==> config.mk <==
export PLATFORM = sky130hd
export DESIGN_NAME = switch_global_policy_controls
export DESIGN_NICKNAME = d
export VERILOG_FILES = /design/src/hw/switch_policy_pkg.sv /design/src/hw/aging_timer.sv /design/src/hw/switch_global_policy_controls.sv
export VERILOG_INCLUDE_DIRS = /design/src /design/src/hw
export SDC_FILE = /design/constraint.sdc
export NUM_CORES = 1
export LEC_CHECK = 0
export ABC_CLOCK_PERIOD_IN_PS = 7000
export BUFFER_PORTS_ARGS = -buffer_cell sky130_fd_sc_hd__buf_2
export CAP_MARGIN = 5
export CORE_ASPECT_RATIO = 0.8
export CORE_MARGIN = 2
export CORE_UTILIZATION = 45
export CTS_CLUSTER_DIAMETER = 50
export DETAILED_ROUTE_END_ITERATION = 16
export PLACE_DENSITY = 0.79
export SLEW_MARGIN = 30
export SYNTH_ARGS = -nofsm -noshare
export SYNTH_HDL_FRONTEND = slang
export SYNTH_SLANG_ARGS = --single-unit
==> constraint.sdc <==
create_clock -name i_clk -period 7 [get_ports i_clk]
set_input_delay 1.4 -clock i_clk [delete_from_list [all_inputs] [get_ports i_clk]]
set_output_delay 1.4 -clock i_clk [all_outputs]
set_load 0.01 [all_outputs]
==> src/hw/switch_policy_params.svh <==
// Offsets, field positions, reset values and timing counts of the global policy controls
`ifndef SWITCH_POLICY_PARAMS_SVH
`define SWITCH_POLICY_PARAMS_SVH

`define CLK_MHZ            200

`define ADDR_CTRL_A        8'h03
`define ADDR_CTRL_B        8'h04

`define CTRL_A_MASK        8'h07
`define CTRL_B_MASK        8'hf8
`define CTRL_A_RST         8'h04
`define CTRL_B_RST         8'hf0

`define A_AGING            2
`define A_FAST             1
`define A_AGGR             0
`define B_VLAN_STRICT      7
`define B_MC_EXCL          6
`define B_BP_CARRIER       5
`define B_FAIR             4
`define B_NO_COL_DROP      3

`define DA_MCAST_BIT       40
`define DA_BROADCAST       48'hffffffffffff
`define COLLISION_LIMIT    5'h10

`define AGE_FAST_US        800
`define AGE_NORMAL_S       300
`define AGE_FAST_CYCLES    (36'd`AGE_FAST_US * 36'd`CLK_MHZ)
`define AGE_NORMAL_CYCLES  (36'd`AGE_NORMAL_S * 36'd1000000 * 36'd`CLK_MHZ)

`endif

==> src/hw/switch_policy_pkg.sv <==
// Types shared by the global policy controls
package switch_policy_pkg;

  typedef struct packed {
    logic        valid;
    logic [47:0] da;
    logic        known_unicast;
    logic        crosses_vlan;
    logic [4:0]  collisions;
    logic        fc_contend;
  } frame_query_t;

  typedef struct packed {
    logic valid;
    logic storm_regulated;
    logic vlan_permit;
    logic collision_drop;
    logic drop_nonfc;
    logic flow_ctrl_fc;
  } verdict_t;

  typedef struct packed {
    logic aging_en;
    logic fast_age;
    logic aggressive_backoff;
    logic vlan_strict;
    logic mcast_storm_excl;
    logic bp_carrier;
    logic fair_mode;
    logic no_collision_drop;
  } policy_t;

  typedef enum logic {
    AGE_NORMAL,
    AGE_FAST
  } age_mode_t;

endpackage : switch_policy_pkg

==> src/hw/aging_timer.sv <==
// Address-table aging period timer with normal and fast periods
`timescale 1ns/1ps
module aging_timer #(
  parameter logic [35:0] NORMAL_CYCLES = 36'h0,
  parameter logic [35:0] FAST_CYCLES   = 36'h0
) (
  input  wire logic i_clk,
  input  wire logic i_rst,
  input  wire logic i_enable,
  input  wire logic i_fast,
  output logic      o_tick,
  output logic      o_fast_active
);

  switch_policy_pkg::age_mode_t mode_reg;
  switch_policy_pkg::age_mode_t mode_next;
  logic [35:0]                  cnt_reg;
  logic [35:0]                  cnt_next;
  logic                         tick_reg;
  logic                         tick_next;
  logic [35:0]                  period;

  always_comb begin
    period    = (mode_reg == switch_policy_pkg::AGE_FAST) ? FAST_CYCLES : NORMAL_CYCLES;
    cnt_next  = cnt_reg + 36'h1;
    tick_next = 1'b0;
    mode_next = mode_reg;
    if (!i_enable) begin
      cnt_next  = 36'h0;
      mode_next = i_fast ? switch_policy_pkg::AGE_FAST : switch_policy_pkg::AGE_NORMAL;
    end else if (cnt_reg >= period - 36'h1) begin
      // period end: take the mode from i_fast
      // While enabled, the mode is only changed at a period boundary so no cycle is cut short
      cnt_next  = 36'h0;
      tick_next = 1'b1;
      mode_next = i_fast ? switch_policy_pkg::AGE_FAST : switch_policy_pkg::AGE_NORMAL;
    end
  end

  always_ff @(posedge i_clk or posedge i_rst) begin
    if (i_rst) begin
      mode_reg <= switch_policy_pkg::AGE_NORMAL;
      cnt_reg  <= 36'h0;
      tick_reg <= 1'b0;
    end else begin
      mode_reg <= mode_next;
      cnt_reg  <= cnt_next;
      tick_reg <= tick_next;
    end
  end

  assign o_tick        = tick_reg;
  assign o_fast_active = (mode_reg == switch_policy_pkg::AGE_FAST);

endmodule : aging_timer

==> src/hw/switch_global_policy_controls.sv <==
// Global policy control registers and the per-frame policy decisions they steer
//
// The strobed register port was chosen for this implementation.
`timescale 1ns/1ps
`include "switch_policy_params.svh"

// Overview of operation
// - Aging enable bit runs the aging timer
// - Aging bit resets from aging strap pin
// - Fast age bit selects 800 us period
// - Aggressive bit selects non-standard half-duplex back-off
// - Aggressive bit resets from back-off strap
// - Strict bit stops all port-VLAN crossing
// - Clear strict bit lets known unicast cross
// - Exclude bit limits storm control to broadcast
// - Clear exclude bit also limits multicast frames
// - Back-pressure mode bit, reset one
// - Fair mode may drop non-flow-controlled frames
// - Unfair mode flow-controls the capable port
// - Drop after sixteen collisions unless bit set
// - Collision drop bit resets from its strap
// - Normal aging period about 300 seconds
module switch_global_policy_controls #(
  parameter logic [35:0] AGE_NORMAL_CYCLES = `AGE_NORMAL_CYCLES,
  parameter logic [35:0] AGE_FAST_CYCLES   = `AGE_FAST_CYCLES
) (
  input  wire logic                             i_clk,
  input  wire logic                             i_rst,
  input  wire logic [7:0]                       i_addr,
  input  wire logic [7:0]                       i_wdata,
  input  wire logic                             i_wr,
  input  wire logic                             i_rd,
  output logic      [7:0]                       o_rdata,
  input  wire logic                             i_aging_strap_pin,
  input  wire logic                             i_backoff_strap_pin,
  input  wire logic                             i_collision_drop_strap_pin,
  input  wire switch_policy_pkg::frame_query_t  i_query,
  output switch_policy_pkg::verdict_t           o_verdict,
  output switch_policy_pkg::policy_t            o_policy,
  output logic                                  o_age_tick,
  output logic                                  o_fast_age_active
);

  function automatic logic [1:0] reg_sel(input logic [7:0] addr);
    logic [1:0] sel;
    sel = 2'b00;
    if (addr == `ADDR_CTRL_A) begin
      sel = 2'b01;
    end else if (addr == `ADDR_CTRL_B) begin
      sel = 2'b10;
    end
    return sel;
  endfunction : reg_sel

  // Strap synchronisers run without reset so they track the pins during reset
  logic [2:0] strap_s1_reg;
  logic [2:0] strap_s2_reg;

  always_ff @(posedge i_clk) begin
    strap_s1_reg <= {i_collision_drop_strap_pin, i_backoff_strap_pin, i_aging_strap_pin};
    strap_s2_reg <= strap_s1_reg;
  end

  logic [7:0] ctrl_a_reg;
  logic [7:0] ctrl_a_next;
  logic [7:0] ctrl_b_reg;
  logic [7:0] ctrl_b_next;
  logic       loaded_reg;
  logic       loaded_next;
  logic [7:0] rdata_reg;
  logic [7:0] rdata_next;
  logic [1:0] wsel;
  logic [1:0] rsel;

  always_comb begin
    wsel        = i_wr ? reg_sel(i_addr) : 2'b00;
    rsel        = i_rd ? reg_sel(i_addr) : 2'b00;
    ctrl_a_next = ctrl_a_reg;
    ctrl_b_next = ctrl_b_reg;
    loaded_next = 1'b1;
    if (!loaded_reg) begin
      ctrl_a_next[`A_AGING]       = strap_s2_reg[0];
      ctrl_a_next[`A_AGGR]        = strap_s2_reg[1];
      ctrl_b_next[`B_NO_COL_DROP] = strap_s2_reg[2];
    end
    // software write
    // A write in the load cycle wins over the strap value
    if (wsel[0]) begin
      ctrl_a_next = i_wdata & `CTRL_A_MASK;
    end
    if (wsel[1]) begin
      ctrl_b_next = i_wdata & `CTRL_B_MASK;
    end
    rdata_next = 8'h00;
    if (rsel[0]) begin
      rdata_next = ctrl_a_reg;
    end else if (rsel[1]) begin
      rdata_next = ctrl_b_reg;
    end
  end

  always_ff @(posedge i_clk or posedge i_rst) begin
    if (i_rst) begin
      ctrl_a_reg <= `CTRL_A_RST;
      ctrl_b_reg <= `CTRL_B_RST;
      loaded_reg <= 1'b0;
      rdata_reg  <= 8'h00;
    end else begin
      ctrl_a_reg <= ctrl_a_next;
      ctrl_b_reg <= ctrl_b_next;
      loaded_reg <= loaded_next;
      rdata_reg  <= rdata_next;
    end
  end

  assign o_rdata = rdata_reg;

  always_comb begin
    o_policy.aging_en           = ctrl_a_reg[`A_AGING];
    o_policy.fast_age           = ctrl_a_reg[`A_FAST];
    o_policy.aggressive_backoff = ctrl_a_reg[`A_AGGR];
    o_policy.vlan_strict        = ctrl_b_reg[`B_VLAN_STRICT];
    o_policy.mcast_storm_excl   = ctrl_b_reg[`B_MC_EXCL];
    o_policy.bp_carrier         = ctrl_b_reg[`B_BP_CARRIER];
    o_policy.fair_mode          = ctrl_b_reg[`B_FAIR];
    o_policy.no_collision_drop  = ctrl_b_reg[`B_NO_COL_DROP];
  end

  aging_timer #(
    .NORMAL_CYCLES (AGE_NORMAL_CYCLES),
    .FAST_CYCLES   (AGE_FAST_CYCLES)
  ) u_aging_timer (
    .i_clk         (i_clk),
    .i_rst         (i_rst),
    .i_enable      (ctrl_a_reg[`A_AGING]),
    .i_fast        (ctrl_a_reg[`A_FAST]),
    .o_tick        (o_age_tick),
    .o_fast_active (o_fast_age_active)
  );

  switch_policy_pkg::verdict_t verdict_reg;
  switch_policy_pkg::verdict_t verdict_next;
  logic                        is_bcast;
  logic                        is_mcast;

  always_comb begin
    is_bcast                     = (i_query.da == `DA_BROADCAST);
    is_mcast                     = i_query.da[`DA_MCAST_BIT];
    verdict_next                 = '0;
    verdict_next.valid           = i_query.valid;
    verdict_next.storm_regulated = is_bcast | (is_mcast & ~ctrl_b_reg[`B_MC_EXCL]);
    // known unicast crosses
    // Unknown unicast must flood inside its VLAN even when crossing is allowed
    verdict_next.vlan_permit     = ~i_query.crosses_vlan |
                                   (~ctrl_b_reg[`B_VLAN_STRICT] & i_query.known_unicast &
                                    ~is_mcast);
    verdict_next.collision_drop  = (i_query.collisions >= `COLLISION_LIMIT) &
                                   ~ctrl_b_reg[`B_NO_COL_DROP];
    verdict_next.drop_nonfc      = i_query.fc_contend & ctrl_b_reg[`B_FAIR];
    verdict_next.flow_ctrl_fc    = i_query.fc_contend & ~ctrl_b_reg[`B_FAIR];
    if (!i_query.valid) begin
      verdict_next = '0;
    end
  end

  always_ff @(posedge i_clk or posedge i_rst) begin
    if (i_rst) begin
      verdict_reg <= '0;
    end else begin
      verdict_reg <= verdict_next;
    end
  end

  assign o_verdict = verdict_reg;

  // Assertions

  a_aging_gate: assert property (@(posedge i_clk) disable iff (i_rst)
    o_age_tick |-> $past(ctrl_a_reg[`A_AGING]))
    else $error("Aging tick while aging disabled");

  a_strap_load: assert property (@(posedge i_clk) disable iff (i_rst)
    $rose(loaded_reg) && !$past(wsel[0]) && !$past(wsel[1]) |->
      ctrl_a_reg[`A_AGING] == $past(strap_s2_reg[0]) &&
      ctrl_a_reg[`A_AGGR] == $past(strap_s2_reg[1]) &&
      ctrl_b_reg[`B_NO_COL_DROP] == $past(strap_s2_reg[2]))
    else $error("Strap value not loaded at reset release");

  a_fast_select: assert property (@(posedge i_clk) disable iff (i_rst)
    o_age_tick && o_fast_age_active |-> $past(ctrl_a_reg[`A_FAST], 1) || ctrl_a_reg[`A_FAST]
      || $past(ctrl_a_reg[`A_FAST], 2))
    else $error("Fast aging without fast age bit");

  a_storm_class: assert property (@(posedge i_clk) disable iff (i_rst)
    i_query.valid && i_query.da[`DA_MCAST_BIT] && !ctrl_b_reg[`B_MC_EXCL] |=>
      o_verdict.storm_regulated)
    else $error("Multicast frame not storm regulated");

  a_storm_excl: assert property (@(posedge i_clk) disable iff (i_rst)
    i_query.valid && ctrl_b_reg[`B_MC_EXCL] && i_query.da != `DA_BROADCAST |=>
      !o_verdict.storm_regulated)
    else $error("Non-broadcast frame regulated while multicast excluded");

  a_vlan_strict: assert property (@(posedge i_clk) disable iff (i_rst)
    i_query.valid && i_query.crosses_vlan && ctrl_b_reg[`B_VLAN_STRICT] |=>
      o_verdict.valid && !o_verdict.vlan_permit)
    else $error("Frame crossed port VLAN in strict mode");

  a_vlan_unicast: assert property (@(posedge i_clk) disable iff (i_rst)
    i_query.valid && i_query.crosses_vlan && !ctrl_b_reg[`B_VLAN_STRICT] |=>
      o_verdict.vlan_permit == ($past(i_query.known_unicast) &&
                                !$past(i_query.da[`DA_MCAST_BIT])))
    else $error("Unicast crossing decision wrong");

  a_collision_drop: assert property (@(posedge i_clk) disable iff (i_rst)
    i_query.valid |=> o_verdict.collision_drop ==
      ($past(i_query.collisions) >= `COLLISION_LIMIT && !$past(ctrl_b_reg[`B_NO_COL_DROP])))
    else $error("Excessive collision drop decision wrong");

  a_fair_choice: assert property (@(posedge i_clk) disable iff (i_rst)
    i_query.valid && i_query.fc_contend |=>
      o_verdict.drop_nonfc == $past(ctrl_b_reg[`B_FAIR]) &&
      o_verdict.flow_ctrl_fc == !$past(ctrl_b_reg[`B_FAIR]))
    else $error("Fair mode contention decision wrong");

  a_bp_write: assert property (@(posedge i_clk) disable iff (i_rst)
    i_wr && i_addr == `ADDR_CTRL_B |=> o_policy.bp_carrier == $past(i_wdata[`B_BP_CARRIER]))
    else $error("Back-pressure mode not written");

  a_reg_readback: assert property (@(posedge i_clk) disable iff (i_rst)
    i_wr && i_addr == `ADDR_CTRL_A ##1 i_rd && i_addr == `ADDR_CTRL_A && !i_wr |=>
      o_rdata == ($past(i_wdata, 2) & `CTRL_A_MASK))
    else $error("Read did not return last written value");

  a_rdata_idle: assert property (@(posedge i_clk) disable iff (i_rst)
    !i_rd |=> o_rdata == 8'h00)
    else $error("Read data present without a read");

  a_rdata_unmapped: assert property (@(posedge i_clk) disable iff (i_rst)
    i_rd && i_addr != `ADDR_CTRL_A && i_addr != `ADDR_CTRL_B |=> o_rdata == 8'h00)
    else $error("Unmapped read returned data");

  a_aging_write: assert property (@(posedge i_clk) disable iff (i_rst)
    i_wr && i_addr == `ADDR_CTRL_A |=> o_policy.aging_en == $past(i_wdata[`A_AGING]))
    else $error("Aging enable not written");

  a_fast_write: assert property (@(posedge i_clk) disable iff (i_rst)
    i_wr && i_addr == `ADDR_CTRL_A |=> o_policy.fast_age == $past(i_wdata[`A_FAST]))
    else $error("Fast age enable not written");

  a_backoff_write: assert property (@(posedge i_clk) disable iff (i_rst)
    i_wr && i_addr == `ADDR_CTRL_A |=> o_policy.aggressive_backoff == $past(i_wdata[`A_AGGR]))
    else $error("Back-off style not written");

  a_excl_write: assert property (@(posedge i_clk) disable iff (i_rst)
    i_wr && i_addr == `ADDR_CTRL_B |=> o_policy.mcast_storm_excl == $past(i_wdata[`B_MC_EXCL]))
    else $error("Multicast storm exclusion not written");

  a_vlan_local: assert property (@(posedge i_clk) disable iff (i_rst)
    i_query.valid && !i_query.crosses_vlan |=> o_verdict.valid && o_verdict.vlan_permit)
    else $error("Frame inside its port VLAN refused");

  a_fc_unfair: assert property (@(posedge i_clk) disable iff (i_rst)
    i_query.valid && i_query.fc_contend && !ctrl_b_reg[`B_FAIR] |=>
      o_verdict.flow_ctrl_fc && !o_verdict.drop_nonfc)
    else $error("Unfair mode did not flow-control the capable port");

  a_tick_pulse: assert property (@(posedge i_clk) disable iff (i_rst)
    o_age_tick |=> !o_age_tick)
    else $error("Aging tick longer than one cycle");

  c_fast_tick: cover property (@(posedge i_clk) disable iff (i_rst)
    o_age_tick && o_fast_age_active);

  c_mcast_storm: cover property (@(posedge i_clk) disable iff (i_rst)
    o_verdict.valid && o_verdict.storm_regulated && !ctrl_b_reg[`B_MC_EXCL]);

  c_collision_drop: cover property (@(posedge i_clk) disable iff (i_rst)
    o_verdict.collision_drop);

  c_strap_load: cover property (@(posedge i_clk) disable iff (i_rst)
    $rose(loaded_reg) && ctrl_a_reg[`A_AGGR]);

  c_fair_drop: cover property (@(posedge i_clk) disable iff (i_rst)
    o_verdict.valid && o_verdict.drop_nonfc);

endmodule : switch_global_policy_controls

After elaboration in Yosys (flattened, before gate mapping)
Cells that the tools add are included.
Widths: inputs -> output; s select.
{"block": "word_totals", "word_cells": 61, "register_bits": 67, "output_inout_bits": 24}
{"block": "classes", "muxes": 20, "n_bitwise": 14, "n_eq_ne": 6, "order_cmp": 2, "add_sub_neg": 2}
{"operator": "$mux 36", "n": 3}
{"operator": "$eq 48x48->1 const B", "n": 1}
{"operator": "$add 36x1->36 const B", "n": 1}
{"operator": "$ge 36x36->1", "n": 1}
{"operator": "$sub 36x1->36 const B", "n": 1}
{"operator": "$mux 8", "n": 2}
{"operator": "$eq 8x2->1 const B", "n": 1}
{"operator": "$eq 8x3->1 const B", "n": 1}
{"operator": "$mux 1", "n": 8}
{"operator": "$mux 2", "n": 4}
{"operator": "$and 1x1->1", "n": 6}
{"operator": "$mux 6", "n": 1}
{"operator": "$ne 2x1->1 const B", "n": 3}
{"operator": "$not 1->1", "n": 6}
{"operator": "$ge 5x5->1 const B", "n": 1}
{"operator": "$mux 4", "n": 1}
{"operator": "$mux 3", "n": 1}
{"operator": "$or 1x1->1", "n": 2}

Longest topological paths before layout
{"block": "depth", "depth_word": 6, "ltp_mapped": 9, "ltp_nobuf": 8}

By module
From an unflattened synthesis, not the netlist that was laid out.
{"block": "hier_totals", "cells_unflattened": 313, "area_unflattened_um2": 3323.2}
{"mod": "aging_timer", "n_inst": 1, "seq_area_each_um2": 950.9, "cells_each": 229, "area_each_um2": 2192.1}
{"mod": "switch_global_policy_controls", "n_inst": 1, "seq_area_each_um2": 701.9, "cells_each": 84, "area_each_um2": 1131.1}

Worst setup path after synthesis
Ideal clock, no wire load.
{"block": "synth_path", "kind": "input to register", "start": "in i_addr[5]", "end": "reg ctrl_b_reg[4]", "path_slack_ns": 4.299, "path_stages": 4, "arrival_time_ns": 2.619, "cell_sequence": "or4_1 -> nor2_1 -> nand4_1 -> mux2_2"}
{"block": "synth_between", "elab_chain_len": 4, "word_cells_on_any_way": 5, "classes_between": "eq/ne: 2; mux: 3"}
{"element": "from (decl)", "line_no": "switch_global_policy_controls.sv:29", "source": "input wire logic [7:0] i_addr,"}
{"element": "$eq 8x3->1 (no source line)"}
{"element": "$mux 2", "line_no": "switch_global_policy_controls.sv:49", "source": "end else if (addr == `ADDR_CTRL_B) begin"}
{"element": "$mux 2 *", "line_no": "switch_global_policy_controls.sv:47", "source": "if (addr == `ADDR_CTRL_A) begin"}
{"element": "$mux 2 *", "line_no": "switch_global_policy_controls.sv:76", "source": "wsel = i_wr ? reg_sel(i_addr) : 2'b00;"}
{"element": "to (signal assigned)", "line_no": "switch_global_policy_controls.sv:105", "source": "ctrl_b_reg <= `CTRL_B_RST;"}
{"element": "to (signal assigned)", "line_no": "switch_global_policy_controls.sv:110", "source": "ctrl_b_reg <= ctrl_b_next;"}
{"element": "to (decl)", "line_no": "switch_global_policy_controls.sv:66", "source": "logic [7:0] ctrl_b_reg;"}
Every way passes the cells marked *; elsewhere a longest branch is shown, timed or not.
A chain may end at the register's enable or synchronous reset.

Worst setup path after layout
{"block": "layout_path", "start": "reg u_aging_timer.mode_reg, in the netlist u_aging_timer.o_fast_active", "end": "reg u_aging_timer.mode_reg, in the netlist u_aging_timer.o_fast_active"}
{"block": "layout_between", "elab_chain_len": 4}
{"element": "from (decl)", "line_no": "aging_timer.sv:15", "source": "switch_policy_pkg::age_mode_t mode_reg;"}
{"element": "from (signal assigned)", "line_no": "aging_timer.sv:42", "source": "mode_reg <= switch_policy_pkg::AGE_NORMAL;"}
{"element": "from (signal assigned)", "line_no": "aging_timer.sv:46", "source": "mode_reg <= mode_next;"}
{"element": "$mux 36", "line_no": "aging_timer.sv:24", "source": "period = (mode_reg == switch_policy_pkg::AGE_FAST) ? FAST_CYCLES : NORMAL_CYCLES;"}
{"element": "$sub 36x1->36", "line_no": "aging_timer.sv:31", "source": "end else if (cnt_reg >= period - 36'h1) begin"}
{"element": "$ge 36x36->1", "line_no": "aging_timer.sv:31"}
{"element": "$ne 2x1->1 (no source line)"}
Every way passes these cells.

==> results.toml <==
[timing]
min_period_ns = 2.86
period_share = 0.408
setup-tns-final_ns = 0
rsz0062_at_grt = "false"
setup_ws_ns = 4.14
skew_ns = 0.0117
slew_viol_final = 0
hold_viol_final = 0
fmax_ghz = 0.350
hold-worst-slack_ns = 0.329
tightest_slew_ns = 0.761
setup_violations = 0
slew_headroom = 0.493

[die]
die_area_um2 = 7960
core_area_um2 = 6960
fp.dieH_um = 80.2
start_util = 0.469
row_count = 27
die_width_um = 99.2
io_pins = 104

[synth]
synthesis.area_um2 = 3260
seq_area_frac_synth = 0.506
synth_top_family_by_area = "simple AND/OR/NAND/NOR gates"
synth_xor_area_frac = 0.0912
yosys_warnings = 0
async_flop_share = 0.910
synth_edf_count = 0
synth_cell_types = 42
muxShareOfSynthArea = 0.0299
syn_nets = 404
syn_inst = 308
synthFlopType = "dfrtp_1"
yosys_register_bits = 67
synth_compound_area_frac = 0.0445
synth_fa_ha_area_frac = 0.0613
synth_area_per_cell_um2 = 10.6
yosys.area_share.simple = 0.247

[cts]
h-tree-depth = 3
clock_sinks = 67
postCtsResizedCells = 0
numCtsBuffers = 9
cts_root_buf = "clkbuf_8"
post-cts-setup-buffers = 0
clock_path_buffers = 2
clkTransAtPathRegs_ns = 0.07
clkLatencyLatePin_ns = 0.35
cts_tree = "yes"
holdBufCountCts = 0

[placement]
place_congestion = 0.840
placed_cells = 490
portBuffers = 99
dp_hpwl_mm = 5.44
dpl_worst_slack_ns = 4.05
postPlaceCellArea_um2 = 3830

[critical_path]
reg2reg_slack_ns = 4.14
crit_fanout = 36
cp.required_ns = 7.23
worstSetupStartpointType = "register"
crit_path_end_kind = "register"
arrival_ns = 3.09
critical_path_class = "reg2reg"

[global_route]
first_global_vias = 2696
antenna_found_initial = 0
grt_max_degree = 62
grt_pass1_wl_mm = 12.4
grt_overflow_total = 0
grtUsageTotal = 0.197

[layout]
mostFrequentLayoutCell = "buf_2"
largest_reg_flops = 36
design_area_um2 = 4020
drive_gt1_frac = 0.317
synthToLayoutAreaGrowth_pct = 23.2
finalNonFillerCells = 506
antenna_cells = 0
final_nets = 510
finish.utilization = 0.578
final_cell_mix = "buf_2, dfrtp_1, nor2_1, xor2_1, nand4_1"

[pwr]
p_sw_mw = 0.194
combPwrFrac = 0.082
p_sw_frac = 0.247
design_power_total_mw = 0.788
cellPowerDensity_nw_per_um2 = 196
leakage_nw = 2.03
seqPwrFrac = 0.517
power.internal_mw = 0.594
p_clk_frac = 0.400
peakVddDrop_mv = 0.132

[drt]
drtIter0Drc = 116
via_count = 2604
drcViolationCount = 0
drt-vias-per-instance = 5.15
wirelength_mm = 7.22
wl_per_cell_um = 14.3
dr.pass1.iters = 4
ant_nets = 0

[run_status]
status = "finished clean"

[min_path]
hp-class = "reg2reg"

[flow_run]
max_cap_violations = 0
==> cell type report <==
class	instances	area, um2
multi-input cells	233	1550
well taps	87	109
inverters	3	11.3
clock inverters	6	67.6
fillers	596	2940
clock buffers	10	128
repair buffers	100	503
flip-flops and latches	67	1650
==> layer usage <==
layer  routed length (um)  up-vias  track usage  share of wire
met5                    0        -            0              0
met4                   87        0       0.0644          0.012
met3                  268        7       0.0583          0.037
met2                 3400       40        0.309           0.47
met1                 3460     1258        0.262           0.48
li1                     -     1299            -              -
==> worst paths after layout <==
path	startpoint	end	cells past startpoint
worst max-delay path	u_aging_timer.o_fast_active	u_aging_timer.o_fast_active	7
worst min-delay path	strap_s1_reg[0]	strap_s2_reg[0]	0
worst max register to register	u_aging_timer.o_fast_active	u_aging_timer.o_fast_active	7
worst min register to register	strap_s1_reg[0]	strap_s2_reg[0]	0
max in group asynchronous	i_rst	u_aging_timer.cnt_reg[20]	3
min in group asynchronous	i_rst	u_aging_timer.cnt_reg[5]	3
==> synthesized netlist by cell type, types with 3 or more instances <==
| cell type | count | share of area |
|---|---|---|
| dfrtp_1 | 56 | 0.43 |
| nor2_1 | 50 | 0.057 |
| xor2_1 | 28 | 0.075 |
| nand4_1 | 22 | 0.042 |
| nand2_1 | 19 | 0.022 |
| nand3_1 | 18 | 0.028 |
| ha_1 | 16 | 0.061 |
| and3_1 | 14 | 0.027 |
| and2_1 | 10 | 0.019 |
| a21oi_1 | 7 | 0.011 |
| dfxtp_1 | 6 | 0.037 |
| xnor2_1 | 6 | 0.016 |
| dfstp_2 | 5 | 0.040 |
| mux2_2 | 5 | 0.017 |
| nor4_1 | 4 | 0.0077 |
| o21ai_0 | 4 | 0.0061 |
| a21boi_0 | 3 | 0.0069 |
| buf_6 | 3 | 0.010 |
| inv_1 | 3 | 0.0034 |
| mux2i_1 | 3 | 0.0092 |
| nand2b_1 | 3 | 0.0057 |
==> power by group through the flow <==
stage / clock network, mW / logic (mW) / registers (mW)
6_report: 0.315 / 0.0650 / 0.407
5_1_grt: 0.341 / 0.0729 / 0.409
4_1_cts: 0.325 / 0.0659 / 0.408
3_5_place_dp: 0 / 0.0658 / 0.415
3_3_place_gp: 0 / 0.0632 / 0.415
2_1_floorplan: 0 / 0.0330 / 0.415
==> critical path, stage by stage, from the launching register on <==
cell and delay (ns):
dfrtp_1 0.61, ha_1 0.42, or4bb_1 0.52, nor4_4 0.20, nand3_1 0.16, o211a_4 0.28
nand2_8 0.20, mux2_1 0.34
==> cell families (layout without fill, tap and decap cells) <==
| logic type | after synthesis | in the layout |
|---|---|---|
| fa+ha+maj | 16 | 16 |
| buf+inv | 8 | 119 |
| compound gates | 21 | 21 |
| xor+xnor | 34 | 34 |
| simple gates | 152 | 152 |
| mux | 9 | 9 |
| flops | 67 | 67 |
| other cells | 1 | 1 |
(Power assumes the default switching activity.)
